<file path="src/hw/scs_pkg.sv">
// constants, field positions and types shared by the clock source selector
// assumes a single 10 MHz pclk domain and an APB register port
package scs_pkg;

   // APB register byte offsets
   localparam logic [7:0] REG_CTRL     = 8'h00;
   localparam logic [7:0] REG_STATUS   = 8'h04;
   localparam logic [7:0] REG_IRQ_STAT = 8'h08;
   localparam logic [7:0] REG_IRQ_MASK = 8'h0C;

   // control register fields
   localparam int CTRL_REQ_BIT  = 0;
   localparam int CTRL_FDIV_LSB = 4;
   localparam int CTRL_NSEL_LSB = 8;
   localparam int CTRL_PSC_LSB  = 12;

   // status register fields
   localparam int ST_LOAD_BIT  = 0;
   localparam int ST_MISM_BIT  = 1;
   localparam int ST_MUL_BIT   = 2;
   localparam int ST_FAIL_BIT  = 3;
   localparam int ST_SWMON_LSB = 6;
   localparam int ST_PMODE_LSB = 8;
   localparam int ST_CUR_LSB   = 12;

   // interrupt status and mask bits
   localparam int IRQ_FAIL_BIT = 0;
   localparam int IRQ_SW_BIT   = 1;

   // configuration word 2 fields
   localparam int CFG_PMODE_LSB = 0;
   localparam int CFG_PINFN_BIT = 5;
   localparam int CFG_SWMON_LSB = 6;
   localparam int CFG_INIT_LSB  = 8;

   // reset values
   localparam logic [15:0] CFG_RST  = 16'hFFFF;
   localparam logic [2:0]  SRC_RST  = 3'h7;
   localparam logic [2:0]  FDIV_RST = 3'h0;
   localparam logic [2:0]  PSC_RST  = 3'h0;
   localparam logic [1:0]  MASK_RST = 2'h0;

   // source codes and primary submodes
   localparam logic [2:0] SRC_FRC     = 3'h0;
   localparam logic [2:0] SRC_FRC_MUL = 3'h1;
   localparam logic [2:0] SRC_PRI     = 3'h2;
   localparam logic [2:0] SRC_PRI_MUL = 3'h3;
   localparam logic [2:0] SRC_LOW_SPEED_CRYSTAL_OSC    = 3'h4;
   localparam logic [2:0] SRC_LOW_POWER_INTERNAL_RC    = 3'h5;
   localparam logic [2:0] SRC_RSVD    = 3'h6;
   localparam logic [2:0] SRC_FRC_DIV = 3'h7;
   localparam logic [1:0] PMODE_EXT   = 2'h0;
   localparam logic [1:0] PMODE_XTAL  = 2'h1;
   localparam logic [1:0] PMODE_HS    = 2'h2;
   localparam logic [1:0] PMODE_OFF   = 2'h3;

   // bit index of each oscillator in the src_clk input vector
   localparam logic [1:0] IDX_PRI  = 2'h0;
   localparam logic [1:0] IDX_LOW_SPEED_CRYSTAL_OSC = 2'h1;
   localparam logic [1:0] IDX_FRC  = 2'h2;
   localparam logic [1:0] IDX_LOW_POWER_INTERNAL_RC = 2'h3;

   localparam int         MUL_LOG2   = 2;
   localparam logic [2:0] INSTR_DIV  = 3'h1;
   localparam int         DIV_CNT_W  = 7;

   // monitor and switch timeout
   localparam int CLK_PERIOD_NS = 100;
   localparam int FAIL_TIME_NS  = 100000;
   localparam int FAIL_CYC      = FAIL_TIME_NS / CLK_PERIOD_NS;
   localparam int TMO_W         = 10;

   typedef enum logic {SW_IDLE, SW_WAIT} scs_sw_e;

endpackage

</file>
<file path="src/hw/scs_div_if.sv">
// tick divider hookup: enable pulse in, power-of-two ratio, pulse out
// assumes both ends run on the same pclk
`timescale 1ns/1ps
interface scs_div_if;
   logic       tick_in;
   logic [2:0] ratio;
   logic       tick_out;
   modport div  (input tick_in, input ratio, output tick_out);
   modport user (output tick_in, output ratio, input tick_out);
endinterface

</file>
<file path="src/hw/scs_div.sv">
// divides a one-cycle enable pulse by 2**ratio
// assumes tick_in is a one-cycle pulse on pclk
`timescale 1ns/1ps
module scs_div
   import scs_pkg::*;
(
   input  wire logic pclk,
   input  wire logic presetn,
   scs_div_if.div    d
);

   typedef struct packed {
      logic [DIV_CNT_W-1:0] cnt;
      logic                 out;
   } scs_div_st_s;

   scs_div_st_s q;
   scs_div_st_s n;

   function automatic logic [DIV_CNT_W-1:0] div_limit(input logic [2:0] r);
      div_limit = DIV_CNT_W'((8'h01 << r) - 8'h01);
   endfunction

   always_comb begin
      n = q;
      n.out = 1'b0;
      if (d.tick_in) begin
         if (q.cnt >= div_limit(d.ratio)) begin
            n.cnt = '0;
            n.out = 1'b1;
         end else begin
            n.cnt = q.cnt + 7'h01;
         end
      end
   end

   always_ff @(posedge pclk or negedge presetn) begin
      if (!presetn) begin
         q <= '0;
      end else begin
         q <= n;
      end
   end

   assign d.tick_out = q.out;
endmodule

</file>
<file path="src/hw/scs_fail_safe_monitor.sv">
// fail-safe monitor: flags a source that stops ticking
// assumes tick is the synchronised edge pulse of the active source
`timescale 1ns/1ps
module scs_fail_safe_monitor
   import scs_pkg::*;
(
   input  wire logic pclk,
   input  wire logic presetn,
   input  wire logic enable,
   input  wire logic tick,
   output logic      fail
);

   typedef struct packed {
      logic [TMO_W-1:0] cnt;
      logic             fail;
   } scs_fail_safe_monitor_st_s;

   scs_fail_safe_monitor_st_s q;
   scs_fail_safe_monitor_st_s n;

   always_comb begin
      n = q;
      n.fail = 1'b0;
      if (!enable || tick) begin
         n.cnt = '0;
      end else if (q.cnt == TMO_W'(FAIL_CYC - 1)) begin
         n.cnt  = '0;
         n.fail = 1'b1;
      end else begin
         n.cnt = q.cnt + 10'h001;
      end
   end

   always_ff @(posedge pclk or negedge presetn) begin
      if (!presetn) begin
         q <= '0;
      end else begin
         q <= n;
      end
   end

   assign fail = q.fail;
endmodule

</file>
<file path="src/hw/scs_top.sv">
// system clock source selector with APB registers
// assumes src_clk levels are asynchronous and much slower than pclk;
// cfg_word2 is static non-volatile configuration
// Function
// - exactly one of four oscillators feeds the system clock.
// - only primary and fast RC may use the 4x multiplier.
// - fast RC has an optional programmable divider.
// - instruction clock is the processor clock divided by two.
// - some primary modes put instruction clock on crystal output pin.
// - outside crystal modes a config bit decides crystal output pin use.
// - at reset source and mode come from config word 2 fields.
// - unprogrammed config starts on divided fast RC, code 111.
// - run-time switching only when switch/monitor upper bit is 0.
// - fail-safe monitor only when switch/monitor field is 00.
// - monitor detects failed clock and keeps system running.
// - initial source field decodes to eight documented codes; here code 110 is treated as reserved and falls back to fast RC.
// - primary submode from mode field; multiplied primary not high-speed.
// - internal and secondary modes expect primary mode field 11.
// - software postscaler slows processor clock relative to system clock.
// - with switching disabled, switch request ignored and held 0.
// - with switching disabled, new source ignored, current shows config.
//
// The APB slave port and the address map were left to the implementer.
`timescale 1ns/1ps
module scs_top
   import scs_pkg::*;
(
   input  wire logic        pclk,
   input  wire logic        presetn,
   input  wire logic [7:0]  paddr,
   input  wire logic        psel,
   input  wire logic        penable,
   input  wire logic        pwrite,
   input  wire logic [31:0] pwdata,
   output logic      [31:0] prdata,
   output logic             pready,
   output logic             pslverr,
   input  wire logic [15:0] cfg_word2,
   input  wire logic [3:0]  src_clk,
   output logic             osc_tick,
   output logic             cpu_tick,
   output logic             instr_tick,
   output logic             crystal_out_pin,
   output logic             crystal_out_pin_oe_n,
   output logic             primary_osc_en,
   output logic             irq
);

   localparam int SW_MAX = FAIL_CYC;

   typedef struct packed {
      logic [3:0]       s1;
      logic [3:0]       s2;
      logic [3:0]       s3;
      logic [3:0]       filt;
      logic [15:0]      cfg;
      logic             loaded;
      logic [2:0]       cur;
      logic [2:0]       nsel;
      logic [2:0]       fdiv;
      logic [2:0]       psc;
      logic             req;
      scs_sw_e          sw;
      logic [TMO_W-1:0] sw_cnt;
      logic [15:0]      per_cnt;
      logic [15:0]      period;
      logic [15:0]      mul_cnt;
      logic [1:0]       mul_n;
      logic [1:0]       stat;
      logic [1:0]       mask;
      logic             osc_tick;
      logic             cpu_tick;
      logic             instr_tick;
      logic             pin_out;
      logic             pin_oe_n;
      logic             pri_en;
      logic             irq;
      logic [31:0]      prdata;
      logic             pready;
      logic             pslverr;
   } scs_top_st_s;

   scs_top_st_s q;
   scs_top_st_s n;

   logic [3:0]  rise;
   logic        sel_rise;
   logic        mul_tick;
   logic        osc_src_tick;
   logic        sw_done;
   logic        fail_p;
   logic        sw_en;
   logic        fail_safe_monitor_en;
   logic        xtal_pin;
   logic [1:0]  pmode;
   logic [1:0]  swmon;
   logic [1:0]  clr;
   logic [1:0]  ev;
   logic [2:0]  init_code;
   logic [2:0]  tgt;
   logic [15:0] quarter;
   logic [31:0] rd;

   scs_div_if frc_if ();
   scs_div_if psc_if ();
   scs_div_if ins_if ();

   function automatic logic [2:0] sanitize(input logic [2:0] c,
                                           input logic [1:0] pm);
      sanitize = c;
      if (c == SRC_RSVD) begin
         sanitize = SRC_FRC;
      end else if ((c == SRC_PRI || c == SRC_PRI_MUL) && pm == PMODE_OFF) begin
         sanitize = SRC_FRC;
      end else if (c == SRC_PRI_MUL && pm == PMODE_HS) begin
         sanitize = SRC_PRI;
      end
   endfunction

   function automatic logic [1:0] base_idx(input logic [2:0] c);
      case (c)
         SRC_PRI, SRC_PRI_MUL: base_idx = IDX_PRI;
         SRC_LOW_SPEED_CRYSTAL_OSC:             base_idx = IDX_LOW_SPEED_CRYSTAL_OSC;
         SRC_LOW_POWER_INTERNAL_RC:             base_idx = IDX_LOW_POWER_INTERNAL_RC;
         default:              base_idx = IDX_FRC;
      endcase
   endfunction

   function automatic logic is_mul(input logic [2:0] c);
      is_mul = (c == SRC_FRC_MUL) || (c == SRC_PRI_MUL);
   endfunction

   function automatic logic is_pri(input logic [2:0] c);
      is_pri = (c == SRC_PRI) || (c == SRC_PRI_MUL);
   endfunction

   assign pmode     = q.cfg[CFG_PMODE_LSB +: 2];
   assign swmon     = q.cfg[CFG_SWMON_LSB +: 2];
   assign init_code = q.cfg[CFG_INIT_LSB +: 3];
   assign sw_en     = q.loaded && !swmon[1];
   assign fail_safe_monitor_en   = q.loaded && swmon == 2'h0;
   assign tgt       = sanitize(q.nsel, pmode);
   assign xtal_pin  = is_pri(q.cur) &&
                      (pmode == PMODE_XTAL || pmode == PMODE_HS);

   // fast RC divider, postscaler and the fixed halving to instruction rate
   assign frc_if.tick_in = rise[IDX_FRC];
   assign frc_if.ratio   = q.fdiv;
   assign psc_if.tick_in = osc_src_tick;
   assign psc_if.ratio   = q.psc;
   assign ins_if.tick_in = psc_if.tick_out;
   assign ins_if.ratio   = INSTR_DIV;

   scs_div u_frc_div (
      .pclk    (pclk),
      .presetn (presetn),
      .d       (frc_if)
   );

   scs_div u_psc_div (
      .pclk    (pclk),
      .presetn (presetn),
      .d       (psc_if)
   );

   scs_div u_ins_div (
      .pclk    (pclk),
      .presetn (presetn),
      .d       (ins_if)
   );

   // monitor paused while a switch waits for its new source
   scs_fail_safe_monitor u_fail_safe_monitor (
      .pclk    (pclk),
      .presetn (presetn),
      .enable  (fail_safe_monitor_en && q.sw == SW_IDLE),
      .tick    (sel_rise),
      .fail    (fail_p)
   );

   always_comb begin
      n        = q;
      sw_done  = 1'b0;
      mul_tick = 1'b0;
      clr      = '0;
      rd       = '0;
      ev       = '0;

      // three-stage sampling; a level counts once stages two and three agree
      n.s1 = src_clk;
      n.s2 = q.s1;
      n.s3 = q.s2;
      for (int i = 0; i < 4; i++) begin
         if (q.s2[i] == q.s3[i]) begin
            n.filt[i] = q.s3[i];
         end
      end
      rise     = n.filt & ~q.filt;
      sel_rise = rise[base_idx(q.cur)];

      // multiplier: learn the source period, then emit four evenly spaced
      // ticks per period; only as good as pclk resolution allows
      quarter = q.period >> MUL_LOG2;
      if (quarter == '0) begin
         quarter = 16'h0001;
      end
      if (sel_rise) begin
         n.per_cnt = '0;
         n.period  = q.per_cnt + 16'h0001;
         n.mul_cnt = '0;
         n.mul_n   = '0;
         mul_tick  = 1'b1;
      end else begin
         if (q.per_cnt != 16'hFFFF) begin
            n.per_cnt = q.per_cnt + 16'h0001;
         end
         n.mul_cnt = q.mul_cnt + 16'h0001;
         if (q.mul_n != 2'h3 && n.mul_cnt >= quarter) begin
            mul_tick  = 1'b1;
            n.mul_n   = q.mul_n + 2'h1;
            n.mul_cnt = '0;
         end
      end

      if (is_mul(q.cur)) begin
         osc_src_tick = mul_tick;
      end else if (q.cur == SRC_FRC_DIV) begin
         osc_src_tick = frc_if.tick_out;
      end else begin
         osc_src_tick = sel_rise;
      end
      n.osc_tick   = osc_src_tick && q.loaded;
      n.cpu_tick   = psc_if.tick_out;
      n.instr_tick = ins_if.tick_out;

      // capture the non-volatile configuration once after reset release
      if (!q.loaded) begin
         n.loaded = 1'b1;
         n.cfg    = cfg_word2;
         n.cur    = sanitize(cfg_word2[CFG_INIT_LSB +: 3],
                             cfg_word2[CFG_PMODE_LSB +: 2]);
         n.nsel   = n.cur;
      end

      // switch waits for the new source to tick before committing to it
      case (q.sw)
         SW_IDLE: begin
            if (q.req && sw_en) begin
               n.sw     = SW_WAIT;
               n.sw_cnt = '0;
            end
         end
         SW_WAIT: begin
            if (rise[base_idx(tgt)]) begin
               n.cur   = tgt;
               n.req   = 1'b0;
               n.sw    = SW_IDLE;
               sw_done = 1'b1;
            end else if (q.sw_cnt == TMO_W'(FAIL_CYC - 1)) begin
               n.req = 1'b0;
               n.sw  = SW_IDLE;
            end else begin
               n.sw_cnt = q.sw_cnt + 10'h001;
            end
         end
         default: begin
            n.sw = SW_IDLE;
         end
      endcase

      // APB: data prepared in setup, answered in the first access cycle
      n.pready  = 1'b0;
      n.pslverr = 1'b0;
      if (paddr == REG_CTRL) begin
         rd[CTRL_REQ_BIT]        = q.req;
         rd[CTRL_FDIV_LSB +: 3]  = q.fdiv;
         rd[CTRL_NSEL_LSB +: 3]  = q.nsel;
         rd[CTRL_PSC_LSB +: 3]   = q.psc;
      end else if (paddr == REG_STATUS) begin
         rd[ST_LOAD_BIT]        = q.loaded;
         rd[ST_MISM_BIT]        = (!is_pri(q.cur) && pmode != PMODE_OFF) ||
                                  init_code == SRC_RSVD;
         rd[ST_MUL_BIT]         = is_mul(q.cur);
         rd[ST_FAIL_BIT]        = q.stat[IRQ_FAIL_BIT];
         rd[ST_SWMON_LSB +: 2]  = swmon;
         rd[ST_PMODE_LSB +: 2]  = pmode;
         rd[ST_CUR_LSB +: 3]    = q.cur;
      end else if (paddr == REG_IRQ_STAT) begin
         rd[1:0] = q.stat;
      end else if (paddr == REG_IRQ_MASK) begin
         rd[1:0] = q.mask;
      end
      if (psel && !penable) begin
         n.pready  = 1'b1;
         n.prdata  = rd;
         n.pslverr = !(paddr == REG_CTRL || paddr == REG_STATUS ||
                       paddr == REG_IRQ_STAT || paddr == REG_IRQ_MASK);
      end
      if (psel && penable && q.pready && pwrite && !q.pslverr) begin
         if (paddr == REG_CTRL) begin
            // new source only steers a switch when switching is enabled
            n.nsel = pwdata[CTRL_NSEL_LSB +: 3];
            n.fdiv = pwdata[CTRL_FDIV_LSB +: 3];
            n.psc  = pwdata[CTRL_PSC_LSB +: 3];
            if (sw_en && pwdata[CTRL_REQ_BIT]) begin
               n.req = 1'b1;
            end
         end else if (paddr == REG_IRQ_STAT) begin
            clr = pwdata[1:0];
         end else if (paddr == REG_IRQ_MASK) begin
            n.mask = pwdata[1:0];
         end
      end

      // a failed source drops the system onto fast RC and keeps running
      if (fail_p) begin
         n.cur = SRC_FRC;
         n.req = 1'b0;
         n.sw  = SW_IDLE;
      end

      // hardware events win over a same-cycle clear
      ev[IRQ_FAIL_BIT] = fail_p;
      ev[IRQ_SW_BIT]   = sw_done;
      n.stat = (q.stat & ~clr) | ev;
      n.irq  = |(n.stat & n.mask);
      n.pri_en = q.loaded && pmode != PMODE_OFF;

      if (xtal_pin) begin
         n.pin_oe_n = 1'b1;
         n.pin_out  = 1'b0;
      end else if (!q.cfg[CFG_PINFN_BIT]) begin
         n.pin_oe_n = 1'b0;
         if (ins_if.tick_out) begin
            n.pin_out = !q.pin_out;
         end
      end else begin
         n.pin_oe_n = 1'b1;
         n.pin_out  = 1'b0;
      end
   end

   always_ff @(posedge pclk or negedge presetn) begin
      if (!presetn) begin
         q          <= '0;
         q.cfg      <= CFG_RST;
         q.cur      <= SRC_RST;
         q.nsel     <= SRC_RST;
         q.fdiv     <= FDIV_RST;
         q.psc      <= PSC_RST;
         q.mask     <= MASK_RST;
         q.sw       <= SW_IDLE;
         q.pin_oe_n <= 1'b1;
      end else begin
         q <= n;
      end
   end

   assign prdata               = q.prdata;
   assign pready               = q.pready;
   assign pslverr              = q.pslverr;
   assign osc_tick             = q.osc_tick;
   assign cpu_tick             = q.cpu_tick;
   assign instr_tick           = q.instr_tick;
   assign crystal_out_pin      = q.pin_out;
   assign crystal_out_pin_oe_n = q.pin_oe_n;
   assign primary_osc_en       = q.pri_en;
   assign irq                  = q.irq;
endmodule

</file>
<file path="config.mk">
export PLATFORM = sky130hd
export DESIGN_NAME = scs_top
export DESIGN_NICKNAME = d
export VERILOG_FILES = /design/src/hw/scs_pkg.sv /design/src/hw/scs_div_if.sv /design/src/hw/scs_div.sv /design/src/hw/scs_fail_safe_monitor.sv /design/src/hw/scs_top.sv
export SDC_FILE = /design/constraint.sdc
export NUM_CORES = 1
export LEC_CHECK = 0
export BUFFER_PORTS_ARGS = -buffer_cell sky130_fd_sc_hd__clkbuf_2
export CAP_MARGIN = 20
export CORE_MARGIN = 2
export CORE_UTILIZATION = 45
export CTS_BUF_LIST = sky130_fd_sc_hd__clkbuf_2 sky130_fd_sc_hd__clkbuf_4 sky130_fd_sc_hd__clkbuf_8
export DETAILED_ROUTE_END_ITERATION = 16
export HOLD_SLACK_MARGIN = 0.1
export PLACE_DENSITY = 0.64
export SETUP_SLACK_MARGIN = 0.1
export SLEW_MARGIN = 20
export SYNTH_ARGS = -nofsm -noshare
export SYNTH_HDL_FRONTEND = slang
export SYNTH_HIERARCHICAL = 1
export SYNTH_SLANG_ARGS = --single-unit
</file>
<file path="constraint.sdc">
create_clock -name pclk -period 8.4 [get_ports pclk]
set_input_delay 0.42 -clock pclk [delete_from_list [all_inputs] [get_ports pclk]]
set_output_delay 0.42 -clock pclk [all_outputs]
set_load 0.02 [all_outputs]
</file>
# After elaboration in Yosys (flattened, before gate mapping)
# Index checks and enable logic that the tools add are counted.
# word_totals
register_bits,164
inputBits,65
output_inout_bits,41
elab_cells,227
# classes
add_sub_neg,10
n_lt_le_gt_ge,6
n_eq_ne,37
n_shift,2
n_mux,81
bitwise,7
reduce_logical,47
# op_table
cell,n
$mux 10,6
$mux 2,20
$mux 18,2
$mux 3,12
$add 16x1->16 const B,2
$mux 16,2
$mux 1,27
$eq 3x2->1 const B,8
$eq 3x3->1 const B,8
$pmux 11 s2,1
$add 7x1->7 const B,3
$mux 7,3
$add 10x1->10 const B,2
$eq 10x10->1 const B,2
$logic_and 1x1->1,19
$eq 8x4->1 const B,2
$ge 16x16->1,1
$logic_not 16->1,1
$ne 16x16->1 const B,1
$ge 7x7->1,2
$mux 14,1
$shl 1x3->7 const A,2
$sub 7x1->7 const B,2
$pmux 2 s3,2
29 further kinds,59

# Depth between registers and ports, before layout
# logic_depth
ltp_word,17
mapped_depth,17
depth_no_buf,17

# Cells and area by module
# The synthesis kept the hierarchy.
# by_module_without_submodules
mod,instances,cells_each,area_each_um2,seq_area_each_um2
scs_top,1,605,6203.4,3121.7
scs_div,3,55,558.0,200.2
scs_fail_safe_monitor,1,54,530.5,275.3

# Worst setup path after synthesis
# No wires, ideal clock.
# synth_path
path_kind,register -> register
start,register q[47] (netlist name)
end,register u_psc_div/q[7] (netlist name)
setup_ns,0.127
arrival_ns,3.338
required_time_ns,8.273
setup_slack_ns,4.934
stages_incl_launch_ff,16
n_path_buf,0
period_less_slack_ns,3.466
cell_sequence,dfrtp_1 > ha_1 > and4_2 > and4_1 > and3_1 > xnor2_1 > inv_1 > ha_1 > nand4_1 > or4_1 > a41oi_4 > a31o_1 > nand4_1 > nor2_1 > xnor2_1 > a21oi_1
# synth_between
elab_chain_cells,6
# synth_rtl
item,line_no,rtl
"start, declared",scs_top.sv:83,scs_top_st_s q;
"start signal, assigned",scs_top.sv:355,q <= n;
$add 16x1->16,scs_top.sv:217,n.mul_cnt = q.mul_cnt + 16'h0001;
$ge 16x16->1,scs_top.sv:218,if (q.mul_n != 2'h3 && n.mul_cnt >= quarter) begin
$logic_and 1x1->1,scs_top.sv:218,
$mux 1,scs_top.sv:218,
$mux 1,scs_top.sv:207,if (sel_rise) begin
$mux 1,scs_top.sv:225,if (is_mul(q.cur)) begin
net osc_src_tick,scs_top.sv:89,logic osc_src_tick;
"end signal, assigned",scs_div.sv:41,q <= n;
"end, declared",scs_div.sv:17,scs_div_st_s q;
# The timed path passes the listed nets, and every way through them passes these cells.
# A chain may end at the register's enable or synchronous reset.

# Worst setup path in the final report
# Ends and elaborated chain as after synthesis.

==> summary.md <==
| Metric | Value |
|---|---|
| H-tree depth | 4 |
| EDFF count, synth | 0 |
| Share of layout cells above drive strength 1 | 16.35% |
| Overall Global Routing Usage | 16.84% |
| Worst-margin pin slew | 0.9431 ns |
| Layout Cells excl Fill | 1128 |
| Routed Antenna Nets | 0 |
| Slew Viols, Final | 0 |
| Area Growth Syn to Fin | 10.27% |
| Async S/R FF share, synth | 100.0% |
| Pre-antenna DRT Iters | 4 |
| F_max | 235.3 MHz |
| Vias | 5806 |
| Peak VDD IR | 0.1040 mV |
| CP cell instances | ha_1 -> and4_2 -> and4_1 -> and3_1 -> xnor2_1 -> inv_1 -> ha_1 -> nand4_1 -> or4_1 -> a41oi_4 -> a31o_1 -> nand4_1 -> nor2_1 -> xnor2_1 -> a21oi_1 |
| Final hold vios | 0 |
| Mapped Cells | 824 |
| Starting Density | 46.33% |
| DIE AREA | 0.01979 mm2 |
| #FFs+latches synth | 159 |
| Status | complete, no violations |
| Max-Cap Viols | 0 |
| Fin crit period | 4.250 ns |
| Routability cong. | 0.7859 |
| 1st-iter DRT viols | 292 |
| Hold WC Path Type | primary input to flip-flop |
| Crit start category | flip-flop |
| Fillers | 1694 |
| Final Setup Violations | 0 |
| Register area share after synthesis | 47.54% |
| WL final | 15610 um |
| Critical Path End Type | flip-flop |
| Final worst setup slack | 4.150 ns |
| Die X-Extent | 140.7 um |
| Critical path's top delay family | simple AND/OR/NAND/NOR gates |
| Critical Path AT | 4.57 ns |
| Post-synthesis cell area | 0.008408 mm2 |
| Crit Path Max Fanout | 18 |
| Setup Skew | 0.009684 ns |
| Setup WS pre-CTS | 4.126 ns |
| Post-CTS Repair Setup Buffers | 0 |
| GR Overflow Total | 0 |
| Antenna Cells | 0 |
| IO Pins | 106 |
| CP Class | flip-flop to flip-flop |
| Final Net Count | 996 |
| Root Buffer | clkbuf_8 |
| Core region area | 0.01815 mm2 |
| Synth top area cells | dfrtp_1 43%, ha_1 6.7%, dfstp_2 4.7%, a21oi_1 3.9%, nand2_1 3.0% |
| Lkg Pwr | 0.004361 uW |
| Worst-path clk slew | 0.08 ns |
| Buf/Inv on CP | 1 |
| TNS Setup | 0 ns |
| Count leader, synth | dfrtp_1 |
| PortBufs | 58 |
| Cell Pwr Density | 195.5 mW/mm2 |
| Dpl cells | 1091 |
| CTS buffer count | 17 |
| Netlist cell types | 73 |
| Site Rows | 49 |
| Slew margin rel. | 37.12% |
| Largest area contributor in the netlist | dfrtp_1 |
| Critical Path RT | 8.72 ns |
| Top FF cell, synth | dfrtp_1 |
| Skew-Pair Late Insertion Delay | 0.46 ns |
| Longest Clk Path Bufs | 2 |
| RSZ-0062 raised after global routing | no |
| Clock sinks | 159 |
| Die height | 140.7 um |
| Detailed placement HPWL | 10900 um |
| Finished Core Util | 51.09% |
| Top cells by count, synth | 144 x dfrtp_1, 67 x nand2_1, 65 x a21oi_1 |
| Pin count of the biggest net entering global routing | 92 |
| DR DRC count | 0 |
| CTS tree | built |
| Initial antenna violation count | 0 |
| First-pass GRT wire length | 27010 um |
| Slowest cell delay on critical path | 0.55 ns |
| Synthesized area per cell | 10.20 um2 |
| Vias per inst | 5.147 |
| DR WL/cell | 13.83 um |
| Number of global-route vias before repair | 5624 |
| Top-area cell type share of the netlist area | 42.86% |
| Ys Warns | 6 |
| Fin crit share | 50.60% |
| Critical-path top delay cell | a41oi_4 |
==> path summary, 6_finish.rpt <==
check | endpoint | cells past startpoint | start | slack [ns]
min in group asynchronous | u_ins_div/q[2] | 2 | presetn | 0.62
max in group asynchronous | u_fail_safe_monitor/q[4] | 3 | presetn | 6.35
worst max register to register | u_psc_div/q[7] | 15 | q[47] | 4.15
worst max-delay path | u_psc_div/q[7] | 15 | q[47] | 4.15
worst min register to register | n[143] | 0 | n[147] | 0.34
worst min-delay path | q[113] | 3 | pwdata[8] | 0.18
==> sequential cells by signal (all words and copies together) (netlist names), 2 cells and up <==
signal                 cells
n                          8
u_psc_div/q                7
prdata                    14
init_code                  3
frc_if.ratio               3
u_fail_safe_monitor/q     10
u_frc_div/q                7
u_ins_div/q                7
q                         82
psc_if.ratio               3
pmode                      2
==> where the power goes <==
group          leakage, uW  switching [uW]  internal [uW]
combinational      0.00206             176            135
sequential         0.00208            64.3            839
clock             0.000222             281            319
==> cell families (layout without fill, tap and decap cells) <==
family	Yosys count	after routing	synth area share [%]
muxes	24	24	3.289
buffers and inverters	110	151	6.592
other	2	36	0.08932
AOI/OAI and AO/OA	166	166	13.33
adders and majority gates	49	49	7.173
DFF	159	159	47.54
xor gates and xnor gates	53	53	5.521
and+or+nand+nor	261	261	16.46
==> layer usage <==
| layer | vias to the layer above | share of wire (%) | global-route usage [%] |
|---|---|---|---|
| li1 | 2958 | - | - |
| met1 | 2750 | 49 | 23.09 |
| met2 | 83 | 46 | 26.55 |
| met3 | 15 | 3.4 | 3.804 |
| met4 | 0 | 1.6 | 5.789 |
| met5 | - | 0 | 0 |
==> worst reg2reg max path, stage by stage, from the launching register on <==
cell,delay [ns]
dfrtp_1,0.42
ha_1,0.27
and4_2,0.26
and4_1,0.22
and3_1,0.19
xnor2_1,0.17
inv_1,0.06
ha_1,0.29
nand4_1,0.09
or4_1,0.54
a41oi_4,0.55
a31o_1,0.49
nand4_1,0.21
nor2_1,0.16
xnor2_1,0.13
a21oi_1,0.06
==> per-stage QoR <==
| stage | hold slack [ns] | total power (uW) | area [um2] |
|---|---|---|---|
| finish | 0.1795 | 1813 | 9271 |
| global placement | 0.3342 | 1223 | 8801 |
| global route | 0.1599 | 1928 | 9271 |
| floorplan | 0.1244 | 1147 | 8536 |
| detailed placement | 0.3347 | 1230 | 8801 |
| CTS | 0.1525 | 1839 | 9271 |
==> final cells by class <==
type / instances / area, um2 / area share, %
Clock inverter: 11 / 137.6 / 1.484
Timing Repair Buffer: 67 / 376.6 / 4.062
Clock buffer: 21 / 282.8 / 3.050
Tap cell: 229 / 286.5 / 3.090
Inverter: 52 / 195.2 / 2.105
Sequential cell: 159 / 3998 / 43.12
Multi-Input combinational cell: 589 / 3995 / 43.09
==> cells in the final DEF, fill, tap and decap left out, types with 4 or more instances in the layout <==
cell type and instances:
a211oi_1 6, a21o_1 8, a21oi_1 64, a22oi_1 6, and3_1 8, buf_4 4, clkbuf_2 57, clkbuf_8 20
clkinv_2 6, conb_1 36, dfrtp_1 144, dfstp_2 15, dlygate4sd3_1 5, ha_1 45, inv_1 52, maj3_1 4
mux2_2 15, mux2i_1 7, nand2_1 67, nand2b_1 8, nand3_1 19, nand3b_1 5, nand4_1 22, nor2_1 64
nor2b_1 4, nor3_1 19, nor3b_1 9, nor4_1 4, o211ai_1 8, o21a_1 5, o21ai_0 32, or3_1 6
xnor2_1 27, xor2_1 26
==> what timing repair did <==
item,4_1_cts,5_1_grt
endpoints found under the hold margin,89,0
endpoints found under the setup margin,0,0
hold buffers,5,0
resized for setup,0,0
Note: power is estimated with default switching activity, not from simulation.
